==> config.mk <==
export PLATFORM = sky130hd
export DESIGN_NAME = sbc_interrupt_wake_control
export DESIGN_NICKNAME = d
export VERILOG_FILES = /design/src/common/sbc_int_wake_pkg.sv /design/src/sbc_interrupt_wake_control.sv
export SDC_FILE = /design/constraint.sdc
export NUM_CORES = 1
export LEC_CHECK = 0
export BUFFER_PORTS_ARGS = -buffer_cell sky130_fd_sc_hd__clkbuf_2
export CAP_MARGIN = 5
export CORE_MARGIN = 4
export CORE_UTILIZATION = 54
export CTS_BUF_LIST = sky130_fd_sc_hd__clkbuf_8
export CTS_CLUSTER_SIZE = 8
export DETAILED_ROUTE_END_ITERATION = 8
export PLACE_DENSITY = 0.72
export SLEW_MARGIN = 10
export SYNTH_ARGS = -nofsm -noshare
export SYNTH_HDL_FRONTEND = slang
export SYNTH_SLANG_ARGS = --single-unit
export TNS_END_PERCENT = 10
==> constraint.sdc <==
create_clock -name ref_clk_in -period 2.8 [get_ports ref_clk_in]
set_input_delay 0.14 -clock ref_clk_in [delete_from_list [all_inputs] [get_ports ref_clk_in]]
set_output_delay 0.14 -clock ref_clk_in [all_outputs]
set_load 0.1 [all_outputs]
==> src/common/sbc_int_wake_pkg.sv <==
`default_nettype none
package sbc_int_wake_pkg;
    localparam int          REG_W         = 16;
    localparam int          SPI_BITS      = 16;
    localparam logic [4:0]  SPI_BITS_C    = 5'h10;
    localparam logic [4:0]  ADDR_BITS_C   = 5'h03;
    localparam logic [2:0]  ADDR_INT_CTRL = 3'h2;
    localparam logic [2:0]  ADDR_INT_STAT = 3'h3;
    // control register field positions
    localparam int          RO_BIT        = 12;
    localparam int          CORE_UV_EN    = 11;
    localparam int          CAN_UV_EN     = 10;
    localparam int          WAKE_A_SEL    = 6;
    localparam int          WAKE_B_SEL    = 4;
    localparam int          CAN_LP_BIT    = 3;
    localparam int          RTH_BIT       = 2;
    localparam int          WAKE_A_SMP    = 1;
    localparam int          WAKE_B_SMP    = 0;
    localparam logic [15:0] CTRL_WMASK    = 16'h0cff;
    localparam logic [15:0] CTRL_RESET    = 16'h0000;
    // status register field positions
    localparam int          ST_CORE_UV    = 11;
    localparam int          ST_CAN_UV     = 10;
    localparam int          ST_WAKE_A     = 6;
    localparam int          ST_WAKE_B     = 4;
    localparam int          ST_CAN_WAKE   = 3;
    localparam logic [15:0] STAT_MASK     = 16'h0c58;
    localparam logic [15:0] STAT_RESET    = 16'h0000;
    // edge select codes
    localparam logic [1:0]  EDGE_OFF      = 2'h0;
    localparam logic [1:0]  EDGE_RISE     = 2'h1;
    localparam logic [1:0]  EDGE_FALL     = 2'h2;
    localparam logic [1:0]  EDGE_BOTH     = 2'h3;
    // chip mode codes
    localparam logic [1:0]  MODE_STANDBY  = 2'h0;
    localparam logic [1:0]  MODE_SLEEP    = 2'h1;
    localparam logic [1:0]  MODE_NORM_OFF = 2'h2;
    localparam logic [1:0]  MODE_NORM_ON  = 2'h3;
    // transceiver mode codes
    localparam logic [1:0]  CAN_OFF       = 2'h0;
    localparam logic [1:0]  CAN_ACTIVE    = 2'h1;
    localparam logic [1:0]  CAN_LOWPOWER  = 2'h2;
    // timing
    localparam int          CLK_PERIOD_NS = 8;
    localparam int          CLK_FREQ_KHZ  = 125000;
    localparam int          SMP_SHORT_MS  = 16;
    localparam int          SMP_LONG_MS   = 64;
    localparam int          BIAS_ON_NS    = 10000;
    localparam logic [23:0] SMP_SHORT_CYC = 24'(SMP_SHORT_MS * CLK_FREQ_KHZ);
    localparam logic [23:0] SMP_LONG_CYC  = 24'(SMP_LONG_MS * CLK_FREQ_KHZ);
    localparam logic [23:0] BIAS_ON_CYC   = 24'((BIAS_ON_NS + CLK_PERIOD_NS - 1) / CLK_PERIOD_NS);
    // synchroniser lanes
    localparam int          SY_SCK        = 0;
    localparam int          SY_CS         = 1;
    localparam int          SY_SDI        = 2;
    localparam int          SY_CORE_UV    = 3;
    localparam int          SY_CAN_UV     = 4;
    localparam int          SY_CAN_WAKE   = 5;
    localparam int          SY_WAKE_A     = 6;
    localparam int          SY_WAKE_B     = 7;
endpackage
`default_nettype wire

==> src/sbc_interrupt_wake_control.sv <==
`timescale 1ns/10ps
`default_nettype none
module sbc_interrupt_wake_control #(
    parameter logic [23:0] SHORT_PERIOD_CYC = sbc_int_wake_pkg::SMP_SHORT_CYC,
    parameter logic [23:0] LONG_PERIOD_CYC  = sbc_int_wake_pkg::SMP_LONG_CYC
) (
    input  wire logic       ref_clk_in,                 // 125 MHz
    input  wire logic       reset_in,                   // sync, active high
    input  wire logic       spi_sck_in,                 // spi clock pin
    input  wire logic       spi_cs_n_in,                // spi select, low active
    input  wire logic       spi_sdi_in,                 // spi data in
    output logic            spi_sdo_out,                // spi data out
    output logic            spi_sdo_oe_n_out,           // low while sdo driven
    input  wire logic [1:0] chip_mode_field_in,         // mode from mode register
    input  wire logic       wake_bias_control_in,       // bias control bit
    input  wire logic       core_uv_warn_in,            // core supply uv warning
    input  wire logic       can_uv_warn_in,             // can supply uv warning
    input  wire logic       can_bus_wake_in,            // bus wake detected
    input  wire logic       local_wake_pin_a_in,        // wake pin a
    input  wire logic       local_wake_pin_b_in,        // wake pin b
    output logic            wake_bias_output_out,       // bias pin level
    output logic            wake_bias_output_oe_n_out,  // low while bias driven
    output logic [1:0]      can_xcvr_mode_out,          // off / active / low power
    output logic            can_bus_wake_det_en_out,    // bus wake detection on
    output logic            can_wake_flag_clear_out,    // hold can wake flag clear
    output logic            reset_threshold_select_out, // 0: 90 %, 1: 70 %
    output logic            irq_pending_out,            // any status flag set
    output logic            sleep_reset_out             // one-cycle reset request
);
    import sbc_int_wake_pkg::*;

    ////////////////////////////////////////////////////////////////////////////////
    // every pin goes through two flops; stage one feeds only stage two
    logic [7:0] sync1_q;
    logic [7:0] sync2_q;
    logic [7:0] prev_q;
    always_ff @(posedge ref_clk_in) begin
        if (reset_in) begin
            // sck idles low and cs idles high, so no false edge follows reset
            sync1_q <= 8'h02;
            sync2_q <= 8'h02;
            prev_q  <= 8'h02;
        end else begin
            sync1_q <= {local_wake_pin_b_in, local_wake_pin_a_in, can_bus_wake_in,
                        can_uv_warn_in, core_uv_warn_in, spi_sdi_in, spi_cs_n_in, spi_sck_in};
            sync2_q <= sync1_q;
            prev_q  <= sync2_q;
        end
    end

    function automatic logic edge_hit(input logic [1:0] sel, input logic old_v,
                                      input logic new_v);
        unique case (sel)
            EDGE_OFF:  edge_hit = 1'b0;
            EDGE_RISE: edge_hit = new_v & ~old_v;
            EDGE_FALL: edge_hit = ~new_v & old_v;
            EDGE_BOTH: edge_hit = new_v ^ old_v;
        endcase
    endfunction

    ////////////////////////////////////////////////////////////////////////////////
    // wake sampling, bias pulse and output decode
    logic [23:0] per_cnt_q, per_cnt_d;
    logic        samp_a_q, samp_a_d, samp_b_q, samp_b_d;
    logic        bias_q, bias_d;
    logic [1:0]  mode_prev_q;
    logic        sleep_rst_q, sleep_rst_d;
    logic [1:0]  can_mode_q, can_mode_d;
    logic        det_en_q, det_en_d, flag_clr_q, flag_clr_d, rth_q, rth_d;
    logic [15:0] ctrl_q, ctrl_d, stat_q, stat_d;
    logic        any_smp, smp_tick;
    logic [23:0] per_last;
    logic [15:0] set_vec;

    // one shared period counter: both pins see the same bias pulse
    always_comb begin
        any_smp  = ctrl_q[WAKE_A_SMP] | ctrl_q[WAKE_B_SMP];
        per_last = wake_bias_control_in ? 24'(LONG_PERIOD_CYC - 24'h000001)
                                        : 24'(SHORT_PERIOD_CYC - 24'h000001);
        per_cnt_d = 24'h000000;
        if (any_smp && per_cnt_q < per_last) begin
            per_cnt_d = 24'(per_cnt_q + 24'h000001);
        end
        // sample at the end of the bias window, when the pin has settled
        smp_tick = any_smp && (per_cnt_q == 24'(BIAS_ON_CYC - 24'h000001));
        samp_a_d = (!ctrl_q[WAKE_A_SMP] || smp_tick) ? sync2_q[SY_WAKE_A] : samp_a_q;
        samp_b_d = (!ctrl_q[WAKE_B_SMP] || smp_tick) ? sync2_q[SY_WAKE_B] : samp_b_q;
        // idle bias: floating with control 0, low with control 1
        bias_d = any_smp ? (per_cnt_q < BIAS_ON_CYC) : wake_bias_control_in;
        // mode field bit 1 set means a Normal mode
        if (ctrl_q[CAN_LP_BIT]) begin
            can_mode_d = CAN_LOWPOWER;
            det_en_d   = 1'b1;
            flag_clr_d = 1'b0;
        end else if (chip_mode_field_in[1]) begin
            can_mode_d = CAN_ACTIVE;
            det_en_d   = 1'b0;
            flag_clr_d = 1'b1;
        end else begin
            can_mode_d = CAN_OFF;
            det_en_d   = 1'b0;
            flag_clr_d = 1'b0;
        end
        rth_d = ctrl_q[RTH_BIT];
        sleep_rst_d = (chip_mode_field_in == MODE_SLEEP) && (mode_prev_q != MODE_SLEEP)
                    && !ctrl_q[CAN_LP_BIT]
                    && (ctrl_q[WAKE_A_SEL+:2] == EDGE_OFF)
                    && (ctrl_q[WAKE_B_SEL+:2] == EDGE_OFF);
    end

    always_ff @(posedge ref_clk_in) begin
        if (reset_in) begin
            per_cnt_q   <= 24'h000000;
            samp_a_q    <= 1'b0;
            samp_b_q    <= 1'b0;
            bias_q      <= 1'b0;
            mode_prev_q <= MODE_STANDBY;
            sleep_rst_q <= 1'b0;
            can_mode_q  <= CAN_OFF;
            det_en_q    <= 1'b0;
            flag_clr_q  <= 1'b0;
            rth_q       <= 1'b0;
        end else begin
            per_cnt_q   <= per_cnt_d;
            samp_a_q    <= samp_a_d;
            samp_b_q    <= samp_b_d;
            bias_q      <= bias_d;
            mode_prev_q <= chip_mode_field_in;
            sleep_rst_q <= sleep_rst_d;
            can_mode_q  <= can_mode_d;
            det_en_q    <= det_en_d;
            flag_clr_q  <= flag_clr_d;
            rth_q       <= rth_d;
        end
    end

    ////////////////////////////////////////////////////////////////////////////////
    // spi frame: 3 address bits, access bit, 12 data bits, msb first
    logic [4:0]  bit_cnt_q, bit_cnt_d;
    logic [15:0] rx_q, rx_d, tx_q, tx_d;
    logic        sdo_q, sdo_d;
    logic        sck_rise, sck_fall, cs_fall, cs_rise, commit;
    logic [15:0] rd_word;

    always_comb begin
        sck_rise = sync2_q[SY_SCK] & ~prev_q[SY_SCK];
        sck_fall = ~sync2_q[SY_SCK] & prev_q[SY_SCK];
        cs_fall  = ~sync2_q[SY_CS] & prev_q[SY_CS];
        cs_rise  = sync2_q[SY_CS] & ~prev_q[SY_CS];
        // events set flags; the uv and can flags are gated by their enables
        set_vec = 16'h0000;
        set_vec[ST_CORE_UV]  = ctrl_q[CORE_UV_EN]
                             & sync2_q[SY_CORE_UV] & ~prev_q[SY_CORE_UV];
        set_vec[ST_CAN_UV]   = ctrl_q[CAN_UV_EN]
                             & sync2_q[SY_CAN_UV] & ~prev_q[SY_CAN_UV];
        set_vec[ST_CAN_WAKE] = ctrl_q[CAN_LP_BIT]
                             & sync2_q[SY_CAN_WAKE] & ~prev_q[SY_CAN_WAKE];
        set_vec[ST_WAKE_A]   = edge_hit(ctrl_q[WAKE_A_SEL+:2], samp_a_q, samp_a_d);
        set_vec[ST_WAKE_B]   = edge_hit(ctrl_q[WAKE_B_SEL+:2], samp_b_q, samp_b_d);
        rd_word = 16'h0000;
        if (rx_q[2:0] == ADDR_INT_CTRL) begin
            rd_word = ctrl_q;
        end else if (rx_q[2:0] == ADDR_INT_STAT) begin
            rd_word = stat_q;
        end
        bit_cnt_d = bit_cnt_q;
        rx_d      = rx_q;
        tx_d      = tx_q;
        if (cs_fall) begin
            bit_cnt_d = 5'h00;
            tx_d      = 16'h0000;
        end else if (!sync2_q[SY_CS] && sck_rise && bit_cnt_q < SPI_BITS_C) begin
            rx_d      = {rx_q[14:0], sync2_q[SY_SDI]};
            bit_cnt_d = 5'(bit_cnt_q + 5'h01);
        end else if (!sync2_q[SY_CS] && sck_fall) begin
            // once the address is in, send the addressed word's lower bits
            tx_d = (bit_cnt_q == ADDR_BITS_C) ? {rd_word[12:0], 3'h0} : {tx_q[14:0], 1'b0};
        end
        sdo_d  = tx_d[15];
        // short or aborted frames change nothing
        commit = cs_rise && (bit_cnt_q == SPI_BITS_C) && !rx_q[RO_BIT];
        ctrl_d = ctrl_q;
        stat_d = stat_q | set_vec;
        if (commit && rx_q[15:13] == ADDR_INT_CTRL) begin
            ctrl_d = rx_q & CTRL_WMASK;
        end
        if (commit && rx_q[15:13] == ADDR_INT_STAT) begin
            // a set in the same cycle beats the clear
            stat_d = (stat_q & ~(rx_q & STAT_MASK)) | set_vec;
        end
    end

    always_ff @(posedge ref_clk_in) begin
        if (reset_in) begin
            bit_cnt_q <= 5'h00;
            rx_q      <= 16'h0000;
            tx_q      <= 16'h0000;
            sdo_q     <= 1'b0;
            ctrl_q    <= CTRL_RESET;
            stat_q    <= STAT_RESET;
        end else begin
            bit_cnt_q <= bit_cnt_d;
            rx_q      <= rx_d;
            tx_q      <= tx_d;
            sdo_q     <= sdo_d;
            ctrl_q    <= ctrl_d;
            stat_q    <= stat_d;
        end
    end

    assign spi_sdo_out                = sdo_q;
    assign spi_sdo_oe_n_out           = sync2_q[SY_CS];   // released between frames
    assign wake_bias_output_out       = 1'b0;             // bias only ever pulls low
    assign wake_bias_output_oe_n_out  = ~bias_q;
    assign can_xcvr_mode_out          = can_mode_q;
    assign can_bus_wake_det_en_out    = det_en_q;
    assign can_wake_flag_clear_out    = flag_clr_q;
    assign reset_threshold_select_out = rth_q;
    assign irq_pending_out            = |stat_q;
    assign sleep_reset_out            = sleep_rst_q;
endmodule
`default_nettype wire

Word-level counts from Yosys, hierarchy flattened
Cells that the tools add are included.
Widths: inputs -> output; s select.
Storage, ports and cells
  output and inout port bits: 11
  logic and storage cells: 118
  bits of input ports: 13
  flip-flop bits (word level): 120
Cells by class
  $add $sub $neg: 2
  reductions and logical operators: 28
  equal/unequal tests: 15
  bitwise gates (word level): 36
  order comparisons: 3
  mux-type cells: 14
Operators by type and width (number)
  $mux 16: 2
  $or 16x12->16: 2
  $mux 13: 2
  $add 24x1->24 const B: 1
  $eq 24x11->1 const B: 1
  $lt 24x11->1 const B: 1
  $lt 24x23->1: 1
  $mux 23: 1
  $and 16x16->16: 1
  $not 12->16: 1
  $reduce_or 16->1: 1
  $not 1->1: 15
  $and 1x1->1: 14
  $logic_and 1x1->1: 13
  $eq 3x2->1 const B: 4
  $eq 2x2->1 const B: 4
  $pmux 1 s4: 2
  $eq 2x1->1 const B: 3
  $mux 1: 6
  $reduce_or 2->1: 3
  $add 5x1->5 const B: 1
  $eq 5x2->1 const B: 1
  $eq 5x5->1 const B: 1
  $logic_not 1->1: 5
  other kinds (8): 12

Depth between registers and ports, before layout
  depth in word-level cells: 9
  gate-level depth with buffers: 11
  mapped depth without buffers: 11

Worst setup path before layout
OpenSTA, ideal clock, no wires.
  kind: flip-flop to flip-flop
  start point: reg per_cnt_q[20]
  end point: reg stat_q[4]
  buffers on the path: 0
  path slack: 0.173 ns
  data required time: 2.741 ns
  cell stages (with the launch flop): 10
  clock period less this slack: 2.627 ns
  library setup time: 0.059 ns
  arrival time: 2.568 ns
  cells stage by stage: dfxtp_1 or3_1 or4_4 o21ai_2 mux2_4 ha_1 nand2b_1 a311oi_1 o21ai_0 nand2_1
On the way
  longest elaborated chain between the ends: 9
  elaborated cells on any way between the ends: 12
  classes of those cells: eq/ne (1); mux (3); bitwise (6); reduce/logical (2)
Ends and longest elaborated chain
  from (decl): line sbc_interrupt_wake_control.sv:63  | logic [23:0] per_cnt_q, per_cnt_d;
  from (signal assigned): line sbc_interrupt_wake_control.sv:124  | per_cnt_q <= per_cnt_d;
  $eq 24x11->1 *: line sbc_interrupt_wake_control.sv:85  | smp_tick = any_smp && (per_cnt_q == 24'(BIAS_ON_CYC - 24'h000001));
  $logic_and 1x1->1 *: line sbc_interrupt_wake_control.sv:85
  $logic_or 1x1->1 *: line sbc_interrupt_wake_control.sv:87  | samp_b_d = (!ctrl_q[WAKE_B_SMP] || smp_tick) ? sync2_q[SY_WAKE_B] : samp_b_q;
  $mux 1 *: line sbc_interrupt_wake_control.sv:87
  $not 1->1: line sbc_interrupt_wake_control.sv:56  | EDGE_FALL: edge_hit = ~new_v & old_v;
  $and 1x1->1: line sbc_interrupt_wake_control.sv:56
  $pmux 1 s4 *: line sbc_interrupt_wake_control.sv:53  | unique case (sel)
  $or 16x12->16 (on tied branches): line sbc_interrupt_wake_control.sv:183, sbc_interrupt_wake_control.sv:189
  $mux 16 *: line sbc_interrupt_wake_control.sv:187  | if (commit && rx_q[15:13] == ADDR_INT_STAT) begin
  to (signal assigned): line sbc_interrupt_wake_control.sv:207  | stat_q <= stat_d;
  to (decl): line sbc_interrupt_wake_control.sv:70  | logic [15:0] ctrl_q, ctrl_d, stat_q, stat_d;
Every way passes the cells marked *; elsewhere a longest branch is shown, timed or not.
A chain may end at the register's enable or synchronous reset.

Final worst setup path
  start point: reg per_cnt_q[1]
  end point: reg stat_q[6]
On the way
  longest elaborated chain between the ends: 9
  elaborated cells on any way between the ends: 12
  classes of those cells: eq/ne (1); mux (3); bitwise (6); reduce/logical (2)
Ends and longest elaborated chain
  $eq 24x11->1 *: line sbc_interrupt_wake_control.sv:85
  $logic_and 1x1->1 *: line sbc_interrupt_wake_control.sv:85
  $logic_or 1x1->1 *: line sbc_interrupt_wake_control.sv:86  | samp_a_d = (!ctrl_q[WAKE_A_SMP] || smp_tick) ? sync2_q[SY_WAKE_A] : samp_a_q;
  $mux 1 *: line sbc_interrupt_wake_control.sv:86
  $not 1->1: line sbc_interrupt_wake_control.sv:56
  $and 1x1->1: line sbc_interrupt_wake_control.sv:56
  $pmux 1 s4 *: line sbc_interrupt_wake_control.sv:53
  $or 16x12->16 (on tied branches): line sbc_interrupt_wake_control.sv:183, sbc_interrupt_wake_control.sv:189
  $mux 16 *: line sbc_interrupt_wake_control.sv:187
Marks and branches as above.

==> results.ini <==
[power_and_ir_drop]
power.density_nw_per_um2 = 512
ir_drop_mv = 0.331
leakage_nw = 1.81

[synth]
async_flop_share_pct = 0
netlist_area_um2 = 4310
synth-seq-area-share_pct = 47.9
yosysMostFrequentCell = dfxtp_1
netlist.area_leader.share_pct = 47.9
avgSynthCellArea_um2 = 8.80
synth_nets = 516
synth-edff-count = 0
synth_cell_types = 51
synth_seq_cells = 103
yosys-top-cells-area = dfxtp_1 (48%), nand2_1 (6.5%), nor2_1 (5.0%)
ys_warn_count = 0
synth.area.mux_share_pct = 2.01
synth_fa_ha_area_share_pct = 4.07
synth-simple-area-share_pct = 26.9
synth_top_family_by_area = simple AND/OR/NAND/NOR gates
synth_compound_area_share_pct = 10.7
yosys.area.top_type = dfxtp_1
netlist_instances = 489
synth_ff_type = dfxtp_1
synthTopCellsByCount = dfxtp_1 (103), nand2_1 (75), nor2_1 (57), a21oi_1 (36), nor2b_1 (26)
synth_xor_area_share_pct = 4.88

[finish]
area_delta_synth_final_pct = 11.8
antenna_cells = 0
drive_gt1_share_pct = 14.0
multi_input_area_um2 = 2120
register_area_um2 = 2060
fillerInstances = 677
nNetsFinal = 544

[cts]
cts_max_path_buffers = 2
root_buffer = clkbuf_8
cts.sinks = 103
insertion_delay_ns = 0.37
clk_pin_slew_ns = 0.10
cts_tree = done
cts_inserted_buffers = 9
h-tree-depth = 3

[route]
num_vias = 3366
first_pass_iters = 4
drcViolationCount = 0
vias_per_cell = 5.39
post_drt_wl_per_cell_um = 13.4
ant_nets = 0
routed_wl_um = 8350
drt_first_iter_violations = 223

[sta]
worst_pin_slew_ns = 0.737
post-route-min-period_ns = 2.63
rsz0062_at_grt = no
fmax_mhz = 380
hold_slack_ns = 0.0452
worst_slack_ns = 0.172
setup_viol = 0
finClkSkew_ns = 0.0134
final-hold-violation-count = 0
slew_violations = 0
post-route-period-util_pct = 93.9
relSlewSlack_pct = 50.4
fin_tns_setup_ns = 0

[place]
dpl.hpwl_um = 5780
place_congestion = 0.819
preCtsSetupSlack_ns = 0.0775
port_buffers = 22

[setup_path]
critPathCaptureType = flip-flop
crit_fanout = 3
crit_type = reg2reg
worst_setup_path_start_kind = flip-flop
cp.required_ns = 3.07
cp.arrival_ns = 2.90

[global_routing]
grtUsageTotal_pct = 18.3
antenna_found_initial = 0
grt_pass1_wl_um = 14600
first_global_vias = 3142
grt_overflow = 0
grt_max_degree = 57

[flow_run]
cap_violations = 0

[worst_hold_path]
hp-class = in2reg

[die]
core_um2 = 7730
num_rows = 32
io_pins = 24
start_util_pct = 55.7
die_h_um = 97.3
die-area_um2 = 9470
die_x_um = 97.3

[run_status]
status = completed

==> cells by family (layout without fill, tap and decap cells) <==
kind of cell    after synthesis  after routing
flops                       103            103
xor+xnor                     24             24
buf+inv                      36             69
mux                           7              7
compound gates               70             70
simple gates                234            234
other cells                   1              1
fa+ha+maj                    14             14
==> layout by cell type, fill, tap and decap left out, types with 9 or more instances in the layout <==
| cell | Yosys | routed |
|---|---|---|
| clkbuf_2 | 0 | 22 |
| inv_1 | 11 | 11 |
| buf_4 | 3 | 12 |
| a221oi_1 | 9 | 9 |
| nor2b_1 | 26 | 26 |
| nand2_1 | 75 | 75 |
| nand4_1 | 10 | 10 |
| nor2_1 | 57 | 57 |
| dfxtp_1 | 103 | 101 |
| xor2_1 | 17 | 17 |
| a21oi_1 | 36 | 36 |
| nor3_1 | 18 | 18 |
| nand3_1 | 11 | 11 |
| ha_1 | 14 | 14 |
| clkbuf_8 | 0 | 9 |
==> state kept, by name, indices dropped and copies added, names as in the netlist <==
name,flops
per_cnt_q,24
bit_cnt_q,5
sync2_q,8
sync1_q,8
can_xcvr_mode_out,1
tx_q,13
rx_q,16
bias_q,1
ctrl_q,10
sleep_reset_out,1
samp_b_q,1
stat_q,5
can_wake_flag_clear_out,1
reset_threshold_select_out,1
mode_prev_q,2
samp_a_q,1
prev_q,5
==> worst max-delay path: stages (launching register included) <==
cell	delay (ns)
dfxtp_2	0.34
inv_1	0.07
ha_1	0.14
nand4bb_1	0.11
or4_4	0.56
o21ai_2	0.19
mux2_4	0.32
ha_1	0.27
nor2_1	0.09
o21ai_0	0.09
o41a_1	0.13
o31ai_1	0.22
==> final cells by class <==
type,count,area share [%]
flip-flops and latches,103,42.9
clock buffers,9,2.57
clock inverters,7,1.27
well taps,102,2.65
repair buffers,42,5.82
multi-input cells,350,43.9
inverters,11,0.858
==> final timing paths <==
path | start | slack, ns | cells past startpoint | end
min reg2reg | sync1_q[1] | 0.44 | 1 | sync2_q[1]
max reg2reg | per_cnt_q[1] | 0.17 | 11 | stat_q[6]
max | per_cnt_q[1] | 0.17 | 11 | stat_q[6]
min | chip_mode_field_in[0] | 0.05 | 2 | mode_prev_q[0]
==> per-stage QoR <==
| step | utilization [%] | cells | instance area [um2] | power [mW] |
|---|---|---|---|---|
| after CTS | 61.8 | 622 | 4780 | 2.49 |
| final | 62.3 | 624 | 4810 | 2.46 |
| after detailed placement | 58.4 | 598 | 4510 | 1.62 |
| after global routing | 62.3 | 624 | 4810 | 2.57 |
| after floorplan | - | 489 | 4310 | 1.60 |
| after global placement | 58.4 | 598 | 4510 | 1.62 |
==> routing by layer <==
layer	part of all wire, %	vias up	track usage, %
met4	1.1	0	4.58
met5	0	-	0
met2	43	82	26.8
li1	-	1725	-
met3	4.6	11	5.38
met1	51	1548	26.6
==> where the power goes <==
part / internal, mW / switching (mW)
registers: 1.48 / 0.00656
logic: 0.0358 / 0.0699
clock network: 0.342 / 0.529
==> what timing repair did <==
| item | 4_1_cts | 5_1_grt |
|---|---|---|
| endpoints found under the hold margin | 8 | 0 |
| setup buffers | 0 | 2 |
| resized for setup | 0 | 6 |
| hold buffers | 8 | 0 |
| setup endpoints to repair | 0 | 1 |
No activity file was read; power rests on OpenSTA's default activity.
